--- src/rtl/fp_regs_map.svh ---
`ifndef FP_REGS_MAP_SVH
`define FP_REGS_MAP_SVH
`define SEL_IDENT     4'h0
`define SEL_STATCTL   4'h1
`define SC_RESET      32'h00000000
`define SC_NZCV_HI    31
`define SC_NZCV_LO    28
`define SC_NAN_DEF    25
`define SC_FLUSH      24
`define SC_RND_HI     23
`define SC_RND_LO     22
`define SC_ST_HI      21
`define SC_ST_LO      20
`define SC_ITER_HI    18
`define SC_ITER_LO    16
`define SC_SUBN_TRAP  15
`define SC_TRAP_HI    12
`define SC_TRAP_LO    8
`define SC_SUBN_STK   7
`define SC_STK_HI     4
`define SC_STK_LO     0
`define ID_HW_SW      1'h0
`define ID_FORMAT     2'h0
`define ID_PRECISION  1'h0
`define NZCV_LT       4'h8
`define NZCV_EQ       4'h6
`define NZCV_GT       4'h2
`define NZCV_UN       4'h3
`define ITER_ONE      4'h1
`define STRIDE_TWO    2'h3
`endif

--- src/rtl/fp_regs_pkg.sv ---
package fp_regs_pkg;

  // Outcome of one floating-point comparison.
  typedef enum logic [1:0] {
    CMP_LT = 2'h0,
    CMP_EQ = 2'h1,
    CMP_GT = 2'h3,
    CMP_UN = 2'h2
  } cmp_e;

  // Rounding mode encodings of the status/control word.
  typedef enum logic [1:0] {
    ROUND_NEAREST  = 2'h0,
    ROUND_UP       = 2'h1,
    ROUND_DOWN     = 2'h2,
    ROUND_TRUNCATE = 2'h3
  } round_e;

  // One coprocessor register transfer from the core.
  typedef struct packed {
    logic        valid;
    logic        write;
    logic [3:0]  sel;
    logic [31:0] wdata;
  } xfer_req_s;

  // Whole state of the register bank.
  typedef struct packed {
    logic [31:0] ctrl;
    logic [31:0] rdata;
    logic        ack;
    logic        undef;
    logic [3:0]  iter;
    logic [1:0]  stride_inc;
  } bank_state_s;

endpackage : fp_regs_pkg

--- src/rtl/fp_status_and_id_regs.sv ---
`timescale 1ns/1ps
`include "fp_regs_map.svh"

module fp_status_and_id_regs
  import fp_regs_pkg::*;
#(
  parameter logic [7:0] IMPLEMENTER = 8'h5A, // Arbitrary value.
  parameter logic [3:0] ARCH_VER    = 4'h3,  // Arbitrary value.
  parameter logic [7:0] PART_NUM    = 8'h7C, // Arbitrary value.
  parameter logic [3:0] VARIANT     = 4'h2,  // Arbitrary value.
  parameter logic [3:0] REVISION    = 4'h6   // Arbitrary value.
) (
  input  wire logic       CLOCK,
  input  wire logic       RST_B,
  input  wire xfer_req_s  XFER_REQ,
  input  wire logic       CMP_VALID,
  input  wire cmp_e       CMP_RES,
  input  wire logic [5:0] EXC_SET,
  output logic [31:0]     XFER_RDATA,
  output logic            XFER_ACK,
  output logic            XFER_UNDEF,
  output logic            DEFAULT_NAN_ENABLE,
  output logic            FLUSH_ZERO_ENABLE,
  output round_e          ROUND_MODE,
  output logic [3:0]      VECTOR_ITERATIONS,
  output logic [1:0]      VECTOR_STRIDE_INC,
  output logic [5:0]      TRAP_EN
);

  bank_state_s s_r;
  bank_state_s s_nxt;
  logic [31:0] ident;

  // Flag pattern that each comparison outcome leaves in bits 31:28.
  function automatic logic [3:0] nzcv_of(input cmp_e res);
    unique case (res)
      CMP_LT: nzcv_of = `NZCV_LT;
      CMP_EQ: nzcv_of = `NZCV_EQ;
      CMP_GT: nzcv_of = `NZCV_GT;
      CMP_UN: nzcv_of = `NZCV_UN;
    endcase
  endfunction : nzcv_of

  // Gathers the six trap enables in the order of EXC_SET.
  function automatic logic [5:0] traps_of(input logic [31:0] w);
    traps_of = {w[`SC_SUBN_TRAP], w[`SC_TRAP_HI:`SC_TRAP_LO]};
  endfunction : traps_of

  // Gathers the six sticky flags in the order of EXC_SET.
  function automatic logic [5:0] sticky_of(input logic [31:0] w);
    sticky_of = {w[`SC_SUBN_STK], w[`SC_STK_HI:`SC_STK_LO]};
  endfunction : sticky_of

  // Fixed identity word; the four format bits are constants.
  assign ident = {IMPLEMENTER, `ID_HW_SW, `ID_FORMAT, `ID_PRECISION,
                  ARCH_VER, PART_NUM, VARIANT, REVISION};

  // Next state: transfer decode, comparison flags, sticky exceptions.
  always_comb begin
    s_nxt       = s_r;
    s_nxt.ack   = XFER_REQ.valid;
    s_nxt.undef = 1'b0;
    s_nxt.rdata = 32'h00000000;
    if (XFER_REQ.valid) begin
      unique case (XFER_REQ.sel)
        `SEL_IDENT: begin
          if (XFER_REQ.write) begin
            s_nxt.undef = 1'b1; // Identity is read-only.
          end else begin
            s_nxt.rdata = ident;
          end
        end
        `SEL_STATCTL: begin
          // Any processor mode may reach this register.
          if (XFER_REQ.write) begin
            s_nxt.ctrl = XFER_REQ.wdata;
          end else begin
            s_nxt.rdata = s_r.ctrl;
          end
        end
        default: begin
          s_nxt.undef = 1'b1;
        end
      endcase
    end
    // Hardware updates win over a software write in the same cycle.
    if (CMP_VALID) begin
      s_nxt.ctrl[`SC_NZCV_HI:`SC_NZCV_LO] = nzcv_of(CMP_RES);
    end
    s_nxt.ctrl[`SC_SUBN_STK] =
      s_nxt.ctrl[`SC_SUBN_STK] | EXC_SET[5];
    s_nxt.ctrl[`SC_STK_HI:`SC_STK_LO] =
      s_nxt.ctrl[`SC_STK_HI:`SC_STK_LO] | EXC_SET[4:0];
    // Iteration count is length plus one; stride code 11 steps by two.
    s_nxt.iter =
      {1'b0, s_nxt.ctrl[`SC_ITER_HI:`SC_ITER_LO]} + `ITER_ONE;
    s_nxt.stride_inc =
      (s_nxt.ctrl[`SC_ST_HI:`SC_ST_LO] == `STRIDE_TWO) ? 2'h2 : 2'h1;
  end

  // Single state register.
  always_ff @(posedge CLOCK or negedge RST_B) begin
    if (!RST_B) begin
      s_r <= '{ctrl: `SC_RESET, rdata: 32'h00000000, ack: 1'b0,
               undef: 1'b0, iter: `ITER_ONE, stride_inc: 2'h1};
    end else begin
      s_r <= s_nxt;
    end
  end

  // Outputs are fields of the state register.
  assign XFER_RDATA         = s_r.rdata;
  assign XFER_ACK           = s_r.ack;
  assign XFER_UNDEF         = s_r.undef;
  assign DEFAULT_NAN_ENABLE = s_r.ctrl[`SC_NAN_DEF];
  assign FLUSH_ZERO_ENABLE  = s_r.ctrl[`SC_FLUSH];
  assign ROUND_MODE         = round_e'(s_r.ctrl[`SC_RND_HI:`SC_RND_LO]);
  assign VECTOR_ITERATIONS  = s_r.iter;
  assign VECTOR_STRIDE_INC  = s_r.stride_inc;
  assign TRAP_EN            = traps_of(s_r.ctrl);
endmodule : fp_status_and_id_regs

--- config.mk ---
export PLATFORM = sky130hd
export DESIGN_NAME = fp_status_and_id_regs
export DESIGN_NICKNAME = d
export VERILOG_FILES = /design/src/rtl/fp_regs_pkg.sv /design/src/rtl/fp_status_and_id_regs.sv
export VERILOG_INCLUDE_DIRS = /design/src /design/src/rtl
export SDC_FILE = /design/constraint.sdc
export NUM_CORES = 1
export LEC_CHECK = 0
export ABC_AREA = 1
export CORE_UTILIZATION = 57
export DETAILED_ROUTE_END_ITERATION = 6
export DONT_BUFFER_PORTS = 1
export HOLD_SLACK_MARGIN = 0.12
export PLACE_DENSITY = 0.7
export SLEW_MARGIN = 20
export SYNTH_ARGS = -nofsm -noshare
export SYNTH_HDL_FRONTEND = slang
export SYNTH_SLANG_ARGS = --single-unit
--- constraint.sdc ---
create_clock -name CLOCK -period 1.27 [get_ports CLOCK]
set_input_delay 0.127 -clock CLOCK [delete_from_list [all_inputs] [get_ports CLOCK]]
set_output_delay 0.127 -clock CLOCK [all_outputs]
set_load 0.02 [all_outputs]
# Word level (Yosys, flattened, before mapping)
# Index checks and enable logic that the tools add are counted.
[classes]
bitwise_logic = 2
muxes = 12
reduce_logical = 7
addsub = 1
n_eq_ne = 5
[op_table]
columns = ["operator", "n"]
rows = [
  ["two-way mux 32 bit", 3],
  ["two-way mux 64 bit", 1],
  ["case mux 32 bit (2 select lines)", 1],
  ["two-way mux 31 bit", 1],
  ["case mux 4 bit (4 select lines)", 1],
  ["equality test 2 bit (second input constant)", 3],
  ["AND reduction 3 bit", 2],
  ["nonzero test 2 bit", 3],
  ["OR 5 bit", 1],
  ["adder 3 x 1 -> 4 bit (second input constant)", 1],
  ["equality test 4 x 1 -> 1 bit (second input constant)", 1],
  ["logical NOT 4 bit", 1],
  ["two-way mux 4 bit", 1],
  ["equality test 2 x 1 -> 1 bit (second input constant)", 1],
  ["logical NOT 2 bit", 1],
  ["two-way mux 1 bit", 2],
  ["two-way mux 2 bit", 1],
  ["case mux 1 bit (2 select lines)", 1],
  ["OR 1 bit", 1],
]
[word_totals]
regBits = 72
out_inout_bits = 50

# Logic depth before layout (Yosys ltp)
# Gate-level depths: netlist (run 1).
[depth]
depth_word = 5
mapped_depth = 9
ltp_nobuf = 8

# Worst setup path after synthesis (run 1)
# Ideal clock, no wire load.
[synth_path]
kind = "input to register"
startpoint = "input port XFER_REQ[36] (netlist name)"
endpoint = "register s_r, in the netlist XFER_RDATA[17]"
path_stages = 5
path_slack_ps = 256
t_required_ps = 1175
n_path_buf = 2
t_arrival_ps = 919
path_cell_list = "buf_2 > nor4_2 > nand2_1 > buf_2 > o31ai_1"
[synth_rtl]
columns = ["item", "line", "source"]
rows = [
  ["start: declaration", "fp_status_and_id_regs.sv:15", "input wire xfer_req_s XFER_REQ,"],
  ["end signal: assignment", "fp_status_and_id_regs.sv:104", "s_r <= '{ctrl: `SC_RESET, rdata: 32'h00000000, ack: 1'b0,"],
  ["end signal: assignment", "fp_status_and_id_regs.sv:107", "s_r <= s_nxt;"],
  ["end: declaration", "fp_status_and_id_regs.sv:30", "bank_state_s s_r;"],
]

==> results of run 1 <==
==> cells in the final DEF, fill, tap and decap left out, types with 2 or more instances in the layout <==
cell	synthesis	final
dfstp_2	2	2
bufinv_16	0	2
o21ai_0	18	18
nand3_1	5	5
dlymetal6s4s_1	0	2
clkbuf_8	0	12
buf_4	46	4
o21ai_1	22	22
nor2_4	1	2
dfrtp_1	70	70
inv_2	2	3
a21oi_1	10	10
nand2_1	42	41
nor2_1	27	27
inv_1	43	42
o31ai_1	2	2
dlygate4sd3_1	0	44
==> layer usage <==
metal  track usage  vias up  wire length (um)  share of wire
met5             0        -                 0              0
met4         0.107        0                65          0.011
met3        0.0509        5               330          0.058
met2         0.360       68              2990           0.53
met1         0.260      920              2290           0.40
li1              -      922                 -              -
==> where the power goes <==
group,switching (W),internal (W),total (W)
clock network,0.000823,0.00127,0.00209
logic,0.000256,0.000238,0.000494
registers,0.000271,0.00252,0.00280
total,0.00135,0.00403,0.00538
==> sequential cells by signal, summed over array words and instances, names as in the netlist, 2 cells and up <==
register,count
XFER_RDATA,32
ROUND_MODE,2
s_r,22
VECTOR_ITERATIONS,4
VECTOR_STRIDE_INC,2
TRAP_EN,6
==> how the worst max path moves through the flow <==
| stage | endpoint | slack (ns) |
|---|---|---|
| final | s_r[60] | 0.05 |
| after detailed placement | VECTOR_STRIDE_INC[1] | 0.13 |
| after global placement | VECTOR_STRIDE_INC[1] | 0.15 |
| after global routing | VECTOR_ITERATIONS[2] | -0.02 |
| after CTS | VECTOR_STRIDE_INC[1] | 0.02 |
| after floorplan | XFER_RDATA[17] | 0.26 |
==> worst max-delay path, cell delays in order (launching register included) <==
cell and delay [ns]:
dfrtp_1 0.38, nand2_1 0.06, o21ai_1 0.09, dlygate4sd3_1 0.57
==> kinds of logic (layout without fill, tap and decap cells) <==
family,count (synthesis),after routing,synth area share
and+or+nand+nor,83,83,0.119
buffers and inverters,102,112,0.193
AOI/OAI and AO/OA,53,53,0.0903
DFF,72,72,0.595
xor gates and xnor gates,1,1,0.00289
==> timing repair <==
item	in CTS	in global routing
endpoints found under the hold margin	114	73
gates resized for setup	0	5
setup endpoints to repair	0	23
hold buffers	45	1
==> area by class of cell <==
class | count | share of cell area
flip-flops and latches | 72 | 0.519
multi-input cells | 137 | 0.190
repair buffers | 51 | 0.148
inverters | 45 | 0.0486
clock buffers | 12 | 0.0475
well taps | 70 | 0.0252
clock inverters | 4 | 0.0212
==> per-stage QoR <==
stage | power, W | hold slack (ns) | area (um2) | util | instances
2_1_floorplan | 0.00326 | -0.169 | 3030 | - | 311
5_1_grt | 0.00560 | -0.544 | 3470 | 0.680 | 391
3_3_place_gp | 0.00316 | -0.168 | 2760 | 0.540 | 329
3_5_place_dp | 0.00319 | -0.168 | 2760 | 0.540 | 329
6_report | 0.00538 | -0.521 | 3470 | 0.680 | 391
4_1_cts | 0.00540 | -0.535 | 3450 | 0.675 | 390
==> results_dict.tcl, run 1 <==
set metrics [dict create \
    cts.path.max_buffers 2 \
    reg2reg_slack_ns 0.05 \
    synth_seq_cells 72 \
    multi_input_area_um2 659 \
    async_flop_share 1.00 \
    r2r-start "s_r[60]" \
    relSlewSlack 0.713 \
    period_share 0.963 \
    vias 1915 \
    r2r_end "s_r[60]" \
    cp.arrival_ns 1.44 \
    dp_hpwl_mm 3.29 \
    nets 365 \
    outcome "finished with violations" \
    htree_levels 3 \
    syn_area_per_cell_um2 9.76 \
    slew_viol_final 0 \
    final.setup.tns_ns 0 \
    die_height_um 75.0 \
    cts_setup_buffers 0 \
    yosys_warnings 0 \
    gp_congestion 0.845 \
    grt_first_pass_wirelength_mm 8.60 \
    setup_viol 0 \
    clock_latency_ns 0.33 \
    netlist_area_mm2 0.00303 \
    hold_slack_ns -0.521 \
    yosys-top-cells-area "dfrtp_1, buf_4, inv_1" \
    violations "hold timing" \
    hold_path.class "in -> async" \
    place_ws_ns 0.125 \
    wirelength_mm 5.68 \
    drc 0 \
    first_global_vias 1822 \
    viasPerCell 4.90 \
    irDropWorstVdd_v 0.000812 \
    yosysTopAreaCell "dfrtp_1" \
    numClockSinks 72 \
    finalHoldViolations 72 \
    synth_common_cells "dfrtp_1, buf_4, inv_1" \
    antenna_found_initial 0 \
    dr.pass1.iters 4 \
    critPathCaptureType "flip-flop" \
    rsz0062_at_grt "yes" \
    yosysSeqAreaShare 0.595 \
    tightest_slew_ns 0.429 \
    grt-ovfl-total 0 \
    netlist_instances 311 \
    fmax_mhz 817 \
    seqCellArea_mm2 0.00180 \
    track_usage 0.214 \
    root_buffer "clkbuf_8" \
    crit_type "reg -> reg" \
    power_density_mw_per_mm2 1550 \
    period_needed_ns 1.22 \
    cts_buffers 9 \
    drive_gt1_frac 0.106 \
    ant_nets 0 \
    synth-edff-count 0 \
    power.leakage_nw 1.77 \
    wl_per_cell_um 14.5 \
    required_ns 1.49 \
    syn2layout_area_growth_pct 14.5 \
    initial_utilization 0.594 \
    rows 26 \
    numPortBuffers 0 \
    cp-start-kind "flip-flop" \
    skew_ns 0.00888 \
    crit_fanout 3 \
    cts.clk_slew.worst_paths_ns 0.08 \
    syn-num-nets 360 \
    die_w_um 75.0 \
    cp-startpoint "s_r[60]" \
    worstRegToRegCells 3 \
    n_antenna_cell 0 \
    drt_iter0_markers 104 \
    ys.flop_type "dfrtp_1" \
    grt_max_degree 73 \
    ios 99 \
    synth_cell_type_count 26 \
    cts_tree "done" \
    die_area_mm2 0.00562 \
    coreArea_mm2 0.00511 \
    fin_ws_ns 0.0467 \
    yosys.area.top_type_share 0.577 \
    fill_cells 404 \
    yosysMostFrequentCell "dfrtp_1" \
    maxCapViolCount 0 \
]
(Power assumes the default switching activity.)
==> run 2: changes to the inputs <==
- ABC_AREA: 1 -> unset
==> results_dict.tcl, run 2 <==
set metrics [dict create \
    grt_max_degree 73 \
    synth_common_cells "dfrtp_1, buf_4, and2_1" \
    yosysSeqAreaShare 0.579 \
    maxCapViolCount 0 \
    final_common_cell "dfrtp_1" \
    slowest_delay_ns 0.53 \
    fmax_mhz 804 \
    die_area_mm2 0.00577 \
    cp_slowest_cell "dlygate4sd3_1" \
    skew_ns 0.00620 \
    crit_type "in -> reg" \
    gp_congestion 0.772 \
    rsz0062_at_grt "no" \
    required_ns 1.54 \
    initial_utilization 0.602 \
    antenna_found_initial 0 \
    n_antenna_cell 0 \
    vias 1804 \
    viasPerCell 5.37 \
    syn-num-nets 302 \
    htree_levels 3 \
    drt_iter0_markers 81 \
    slew_viol_final 0 \
    tightest_slew_ns 0.516 \
    coreArea_mm2 0.00517 \
    async_flop_share 1.00 \
    reg2reg_slack_ns 0.32 \
    wl_per_cell_um 17.1 \
    clock_latency_ns 0.34 \
    cp.arrival_ns 1.52 \
    path_cells "dlygate4sd3_1, or3_1, nor3_2, buf_6, a21o_1" \
    yosys-top-cells-area "dfrtp_1, buf_4, mux2_1" \
    dr.pass1.iters 4 \
    yosysMostFrequentCell "dfrtp_1" \
    swShare 0.229 \
    syn2layout_area_growth_pct 16.7 \
    yosys_warnings 0 \
    place_ws_ns -0.205 \
    period_share 0.980 \
    dp_hpwl_mm 3.43 \
    hold_slack_ns -0.523 \
    postCtsHoldBufs 47 \
    largest_register_ffs 32 \
    final.setup.tns_ns 0 \
    fin_ws_ns 0.0256 \
    cp-start-kind "primary input" \
    grt-ovfl-total 0 \
    setup_viol 0 \
    cp_top_family "buffers and inverters" \
    crit_buf_inv 2 \
    cts_setup_buffers 0 \
    relSlewSlack 0.656 \
    wirelength_mm 5.74 \
    critPathCaptureType "flip-flop" \
    root_buffer "clkbuf_8" \
    p_switching_w 0.00126 \
    track_usage 0.220 \
    cts.path.max_buffers 2 \
    ios 99 \
    power_density_mw_per_mm2 1510 \
    period_needed_ns 1.24 \
    die_height_um 75.9 \
    syn_area_per_cell_um2 12.3 \
    rows 26 \
    ys.flop_type "dfrtp_1" \
    synth_cell_type_count 35 \
    finalHoldViolations 72 \
    nets 310 \
    cts_tree "done" \
    cts.clk_slew.worst_paths_ns 0.07 \
    power.leakage_nw 1.76 \
    violations "hold timing" \
    yosys.area.top_type_share 0.562 \
    clkPwrFrac 0.416 \
    die_w_um 75.9 \
    cts_buffers 9 \
    synth-edff-count 0 \
    grt_first_pass_wirelength_mm 9.73 \
    p_seq_frac 0.509 \
    fill_cells 354 \
    p_int_w 0.00423 \
    ant_nets 0 \
    power_frac_comb 0.075 \
    hold_path.class "in -> async" \
    crit_fanout 14 \
    synth_seq_cells 72 \
    irDropWorstVdd_v 0.000854 \
    numClockSinks 72 \
    numPortBuffers 0 \
    yosysTopAreaCell "dfrtp_1" \
    netlist_instances 253 \
    outcome "finished with violations" \
    drive_gt1_frac 0.143 \
    netlist_area_mm2 0.00312 \
    first_global_vias 2036 \
    most-common-layout-cells "dfrtp_1, dlygate4sd3_1, and2_1" \
    drc 0 \
]
-- run 2: path summary, 6_finish.rpt --
path,startpoint,cells past startpoint,endpoint
worst max register to register,s_r[56],3,VECTOR_ITERATIONS[2]
max in group asynchronous,RST_B,0,VECTOR_ITERATIONS[0]
min in group CLOCK,XFER_REQ[35],2,XFER_UNDEF
worst min-delay path,RST_B,0,XFER_RDATA[24]
worst min register to register,s_r[67],1,XFER_RDATA[27]
worst max-delay path,XFER_REQ[34],5,XFER_RDATA[25]
-- run 2: power by group through the flow --
stage | Clock [W] | Sequential [W] | Combinational, W
2_1_floorplan | 0 | 0.00266 | 0.000505
3_3_place_gp | 0 | 0.00282 | 0.000262
3_5_place_dp | 0 | 0.00284 | 0.000282
4_1_cts | 0.00233 | 0.00280 | 0.000406
5_1_grt | 0.00242 | 0.00282 | 0.000455
6_report | 0.00228 | 0.00279 | 0.000412
-- run 2: kinds of logic after synthesis --
kind of cell / share of synthesized area
flops: 0.579
xor+xnor: 0.0112
compound gates: 0.0755
mux: 0.0892
simple gates: 0.113
buf+inv: 0.132
-- run 2: cell type report --
| cell class | count | area, um2 | area share |
|---|---|---|---|
| Tap cell | 70 | 87.6 | 0.0241 |
| Inverter | 1 | 3.75 | 0.00103 |
| Timing Repair Buffer | 54 | 564 | 0.155 |
| Multi-Input combinational cell | 123 | 912 | 0.251 |
| Sequential cell | 72 | 1800 | 0.496 |
| Clock inverter | 4 | 98.8 | 0.0272 |
| Clock buffer | 12 | 165 | 0.0454 |
-- run 2: routing by layer --
layer  vias to the layer above  part of all wire  global-route usage
li1                        819                 -                   -
met1                       898              0.41               0.254
met2                        74              0.51               0.373
met3                        13             0.056              0.0675
met4                         0             0.019               0.106
met5                         -                 0                   0
-- run 2: timing repair --
| item | CTS | global route |
|---|---|---|
| endpoints found under the hold margin | 112 | 73 |
| endpoints found under the setup margin | 0 | 11 |
| resized for setup | 0 | 1 |
-- run 2: stage by stage --
step	cells	power (W)	util	instance area [um2]
final	336	0.00549	0.703	3640
after detailed placement	273	0.00312	0.560	2900
after floorplan	253	0.00316	-	3120
after global routing	336	0.00570	0.703	3640
after CTS	336	0.00553	0.702	3630
after global placement	273	0.00308	0.560	2900
==> run 3: changes to the inputs <==
- REMOVE_ABC_BUFFERS: unset -> 1
==> results_dict.tcl, run 3 (synthesized netlist as in run 2, its figures left out) <==
set metrics [dict create \
    violations "hold timing" \
    n_antenna_cell 0 \
    relSlewSlack 0.669 \
    cts.path.max_buffers 2 \
    cp-start-kind "primary input" \
    crit_fanout 1 \
    cts_buffers 9 \
    power_density_mw_per_mm2 1420 \
    ios 99 \
    placedCellCount 274 \
    wl_per_cell_um 18.0 \
    utilization 0.703 \
    die_area_mm2 0.00577 \
    drt_iter0_markers 84 \
    initial_utilization 0.602 \
    irDropWorstVdd_v 0.000834 \
    largest_register_ffs 32 \
    coreArea_mm2 0.00517 \
    seqCellArea_mm2 0.00180 \
    clock_latency_ns 0.33 \
    nets 311 \
    maxCapViolCount 0 \
    fin_cells 337 \
    grt_first_pass_wirelength_mm 9.87 \
    power_w 0.00515 \
    multi_input_area_um2 936 \
    dr.pass1.iters 6 \
    final_common_cell "dfrtp_1" \
    skew_ns 0.00651 \
    htree_levels 3 \
    grt-ovfl-total 0 \
    finalHoldViolations 72 \
    root_buffer "clkbuf_8" \
    reg2reg_slack_ns 0.34 \
    fill_cells 328 \
    required_ns 1.48 \
    place_ws_ns -0.212 \
    setup_viol 0 \
    period_needed_ns 1.25 \
    first_global_vias 2025 \
    rows 26 \
    wirelength_mm 6.07 \
    track_usage 0.226 \
    dp_hpwl_mm 3.60 \
    rsz0062_at_grt "no" \
    numPortBuffers 0 \
    hold_path.class "in -> async" \
    ant_nets 0 \
    cts_tree "done" \
    drive_gt1_frac 0.161 \
    outcome "finished with violations" \
    drc 0 \
    hold_slack_ns -0.515 \
    syn2layout_area_growth_pct 16.7 \
    power.leakage_nw 1.77 \
    antenna_found_initial 0 \
    period_share 0.985 \
    cts_setup_buffers 0 \
    cp.arrival_ns 1.46 \
    cts.clk_slew.worst_paths_ns 0.08 \
    die_height_um 75.9 \
    die_w_um 75.9 \
    critPathCaptureType "flip-flop" \
    grt_max_degree 73 \
    numClockSinks 72 \
    slew_viol_final 0 \
    viasPerCell 5.42 \
    gp_congestion 0.813 \
    fin_ws_ns 0.0185 \
    tightest_slew_ns 0.497 \
    fmax_mhz 799 \
    vias 1827 \
    most-common-layout-cells "dfrtp_1, dlygate4sd3_1, and2_1" \
    crit_type "in -> reg" \
]
run 3: changes by cell type in the layout (fill, tap and decap cells not counted), moves of 2 or more:
| cell | delta |
|---|---|
| buf_4 | +2 |
| clkbuf_8 | -3 |
| a31oi_1 | -2 |
| clkinv_2 | +2 |
| dlygate4sd3_1 | -2 |
| a31oi_2 | +2 |
run 3: layout make-up:
| type | count | area share |
|---|---|---|
| Multi-Input combinational cell | 123 | 0.257 |
| Clock buffer | 9 | 0.0341 |
| Sequential cell | 72 | 0.496 |
| Clock inverter | 7 | 0.0262 |
| Timing Repair Buffer | 55 | 0.161 |
| Inverter | 1 | 0.00103 |
| Tap cell | 70 | 0.0241 |
run 3: routing by layer:
metal | vias up | share of wire | global-route usage
li1 | 827 | - | -
met1 | 911 | 0.39 | 0.255
met4 | 0 | 0.013 | 0.112
met5 | - | 0 | 0
met3 | 10 | 0.062 | 0.0711
met2 | 79 | 0.54 | 0.388
run 3: repair_timing:
action,CTS,global route
setup endpoints to repair,0,17
gates resized for setup,0,5
endpoints found under the hold margin,112,76
hold buffers,46,3
run 3: power breakdown:
part           switching, W  total [W]  internal [W]
Combinational      0.000156   0.000417      0.000261
Clock              0.000833    0.00194       0.00111
Sequential         0.000285    0.00279       0.00251
Total               0.00127    0.00515       0.00388
run 3: path summary, 6_finish.rpt:
check,depth (start not counted),from,endpoint
worst min-delay path,0,RST_B,ROUND_MODE[0]
min in group CLOCK,2,XFER_REQ[35],XFER_UNDEF
worst min register to register,1,s_r[68],XFER_RDATA[28]
worst max-delay path,4,EXC_SET[4],s_r[44]
worst max register to register,3,s_r[70],s_r[70]
max in group asynchronous,0,RST_B,VECTOR_STRIDE_INC[0]
run 3: metrics by stage:
step	TNS, ns	cell area, um2
after floorplan	-19.64	2710
after global placement	-4.18	2910
after detailed placement	-5.30	2910
after CTS	0	3580
after global routing	0	3640
final	0	3640
run 3: critical path: stages:
cell and delay (ns):
dlygate4sd3_1 0.55, a31oi_1 0.15, dlygate4sd3_1 0.57, nand2_1 0.07
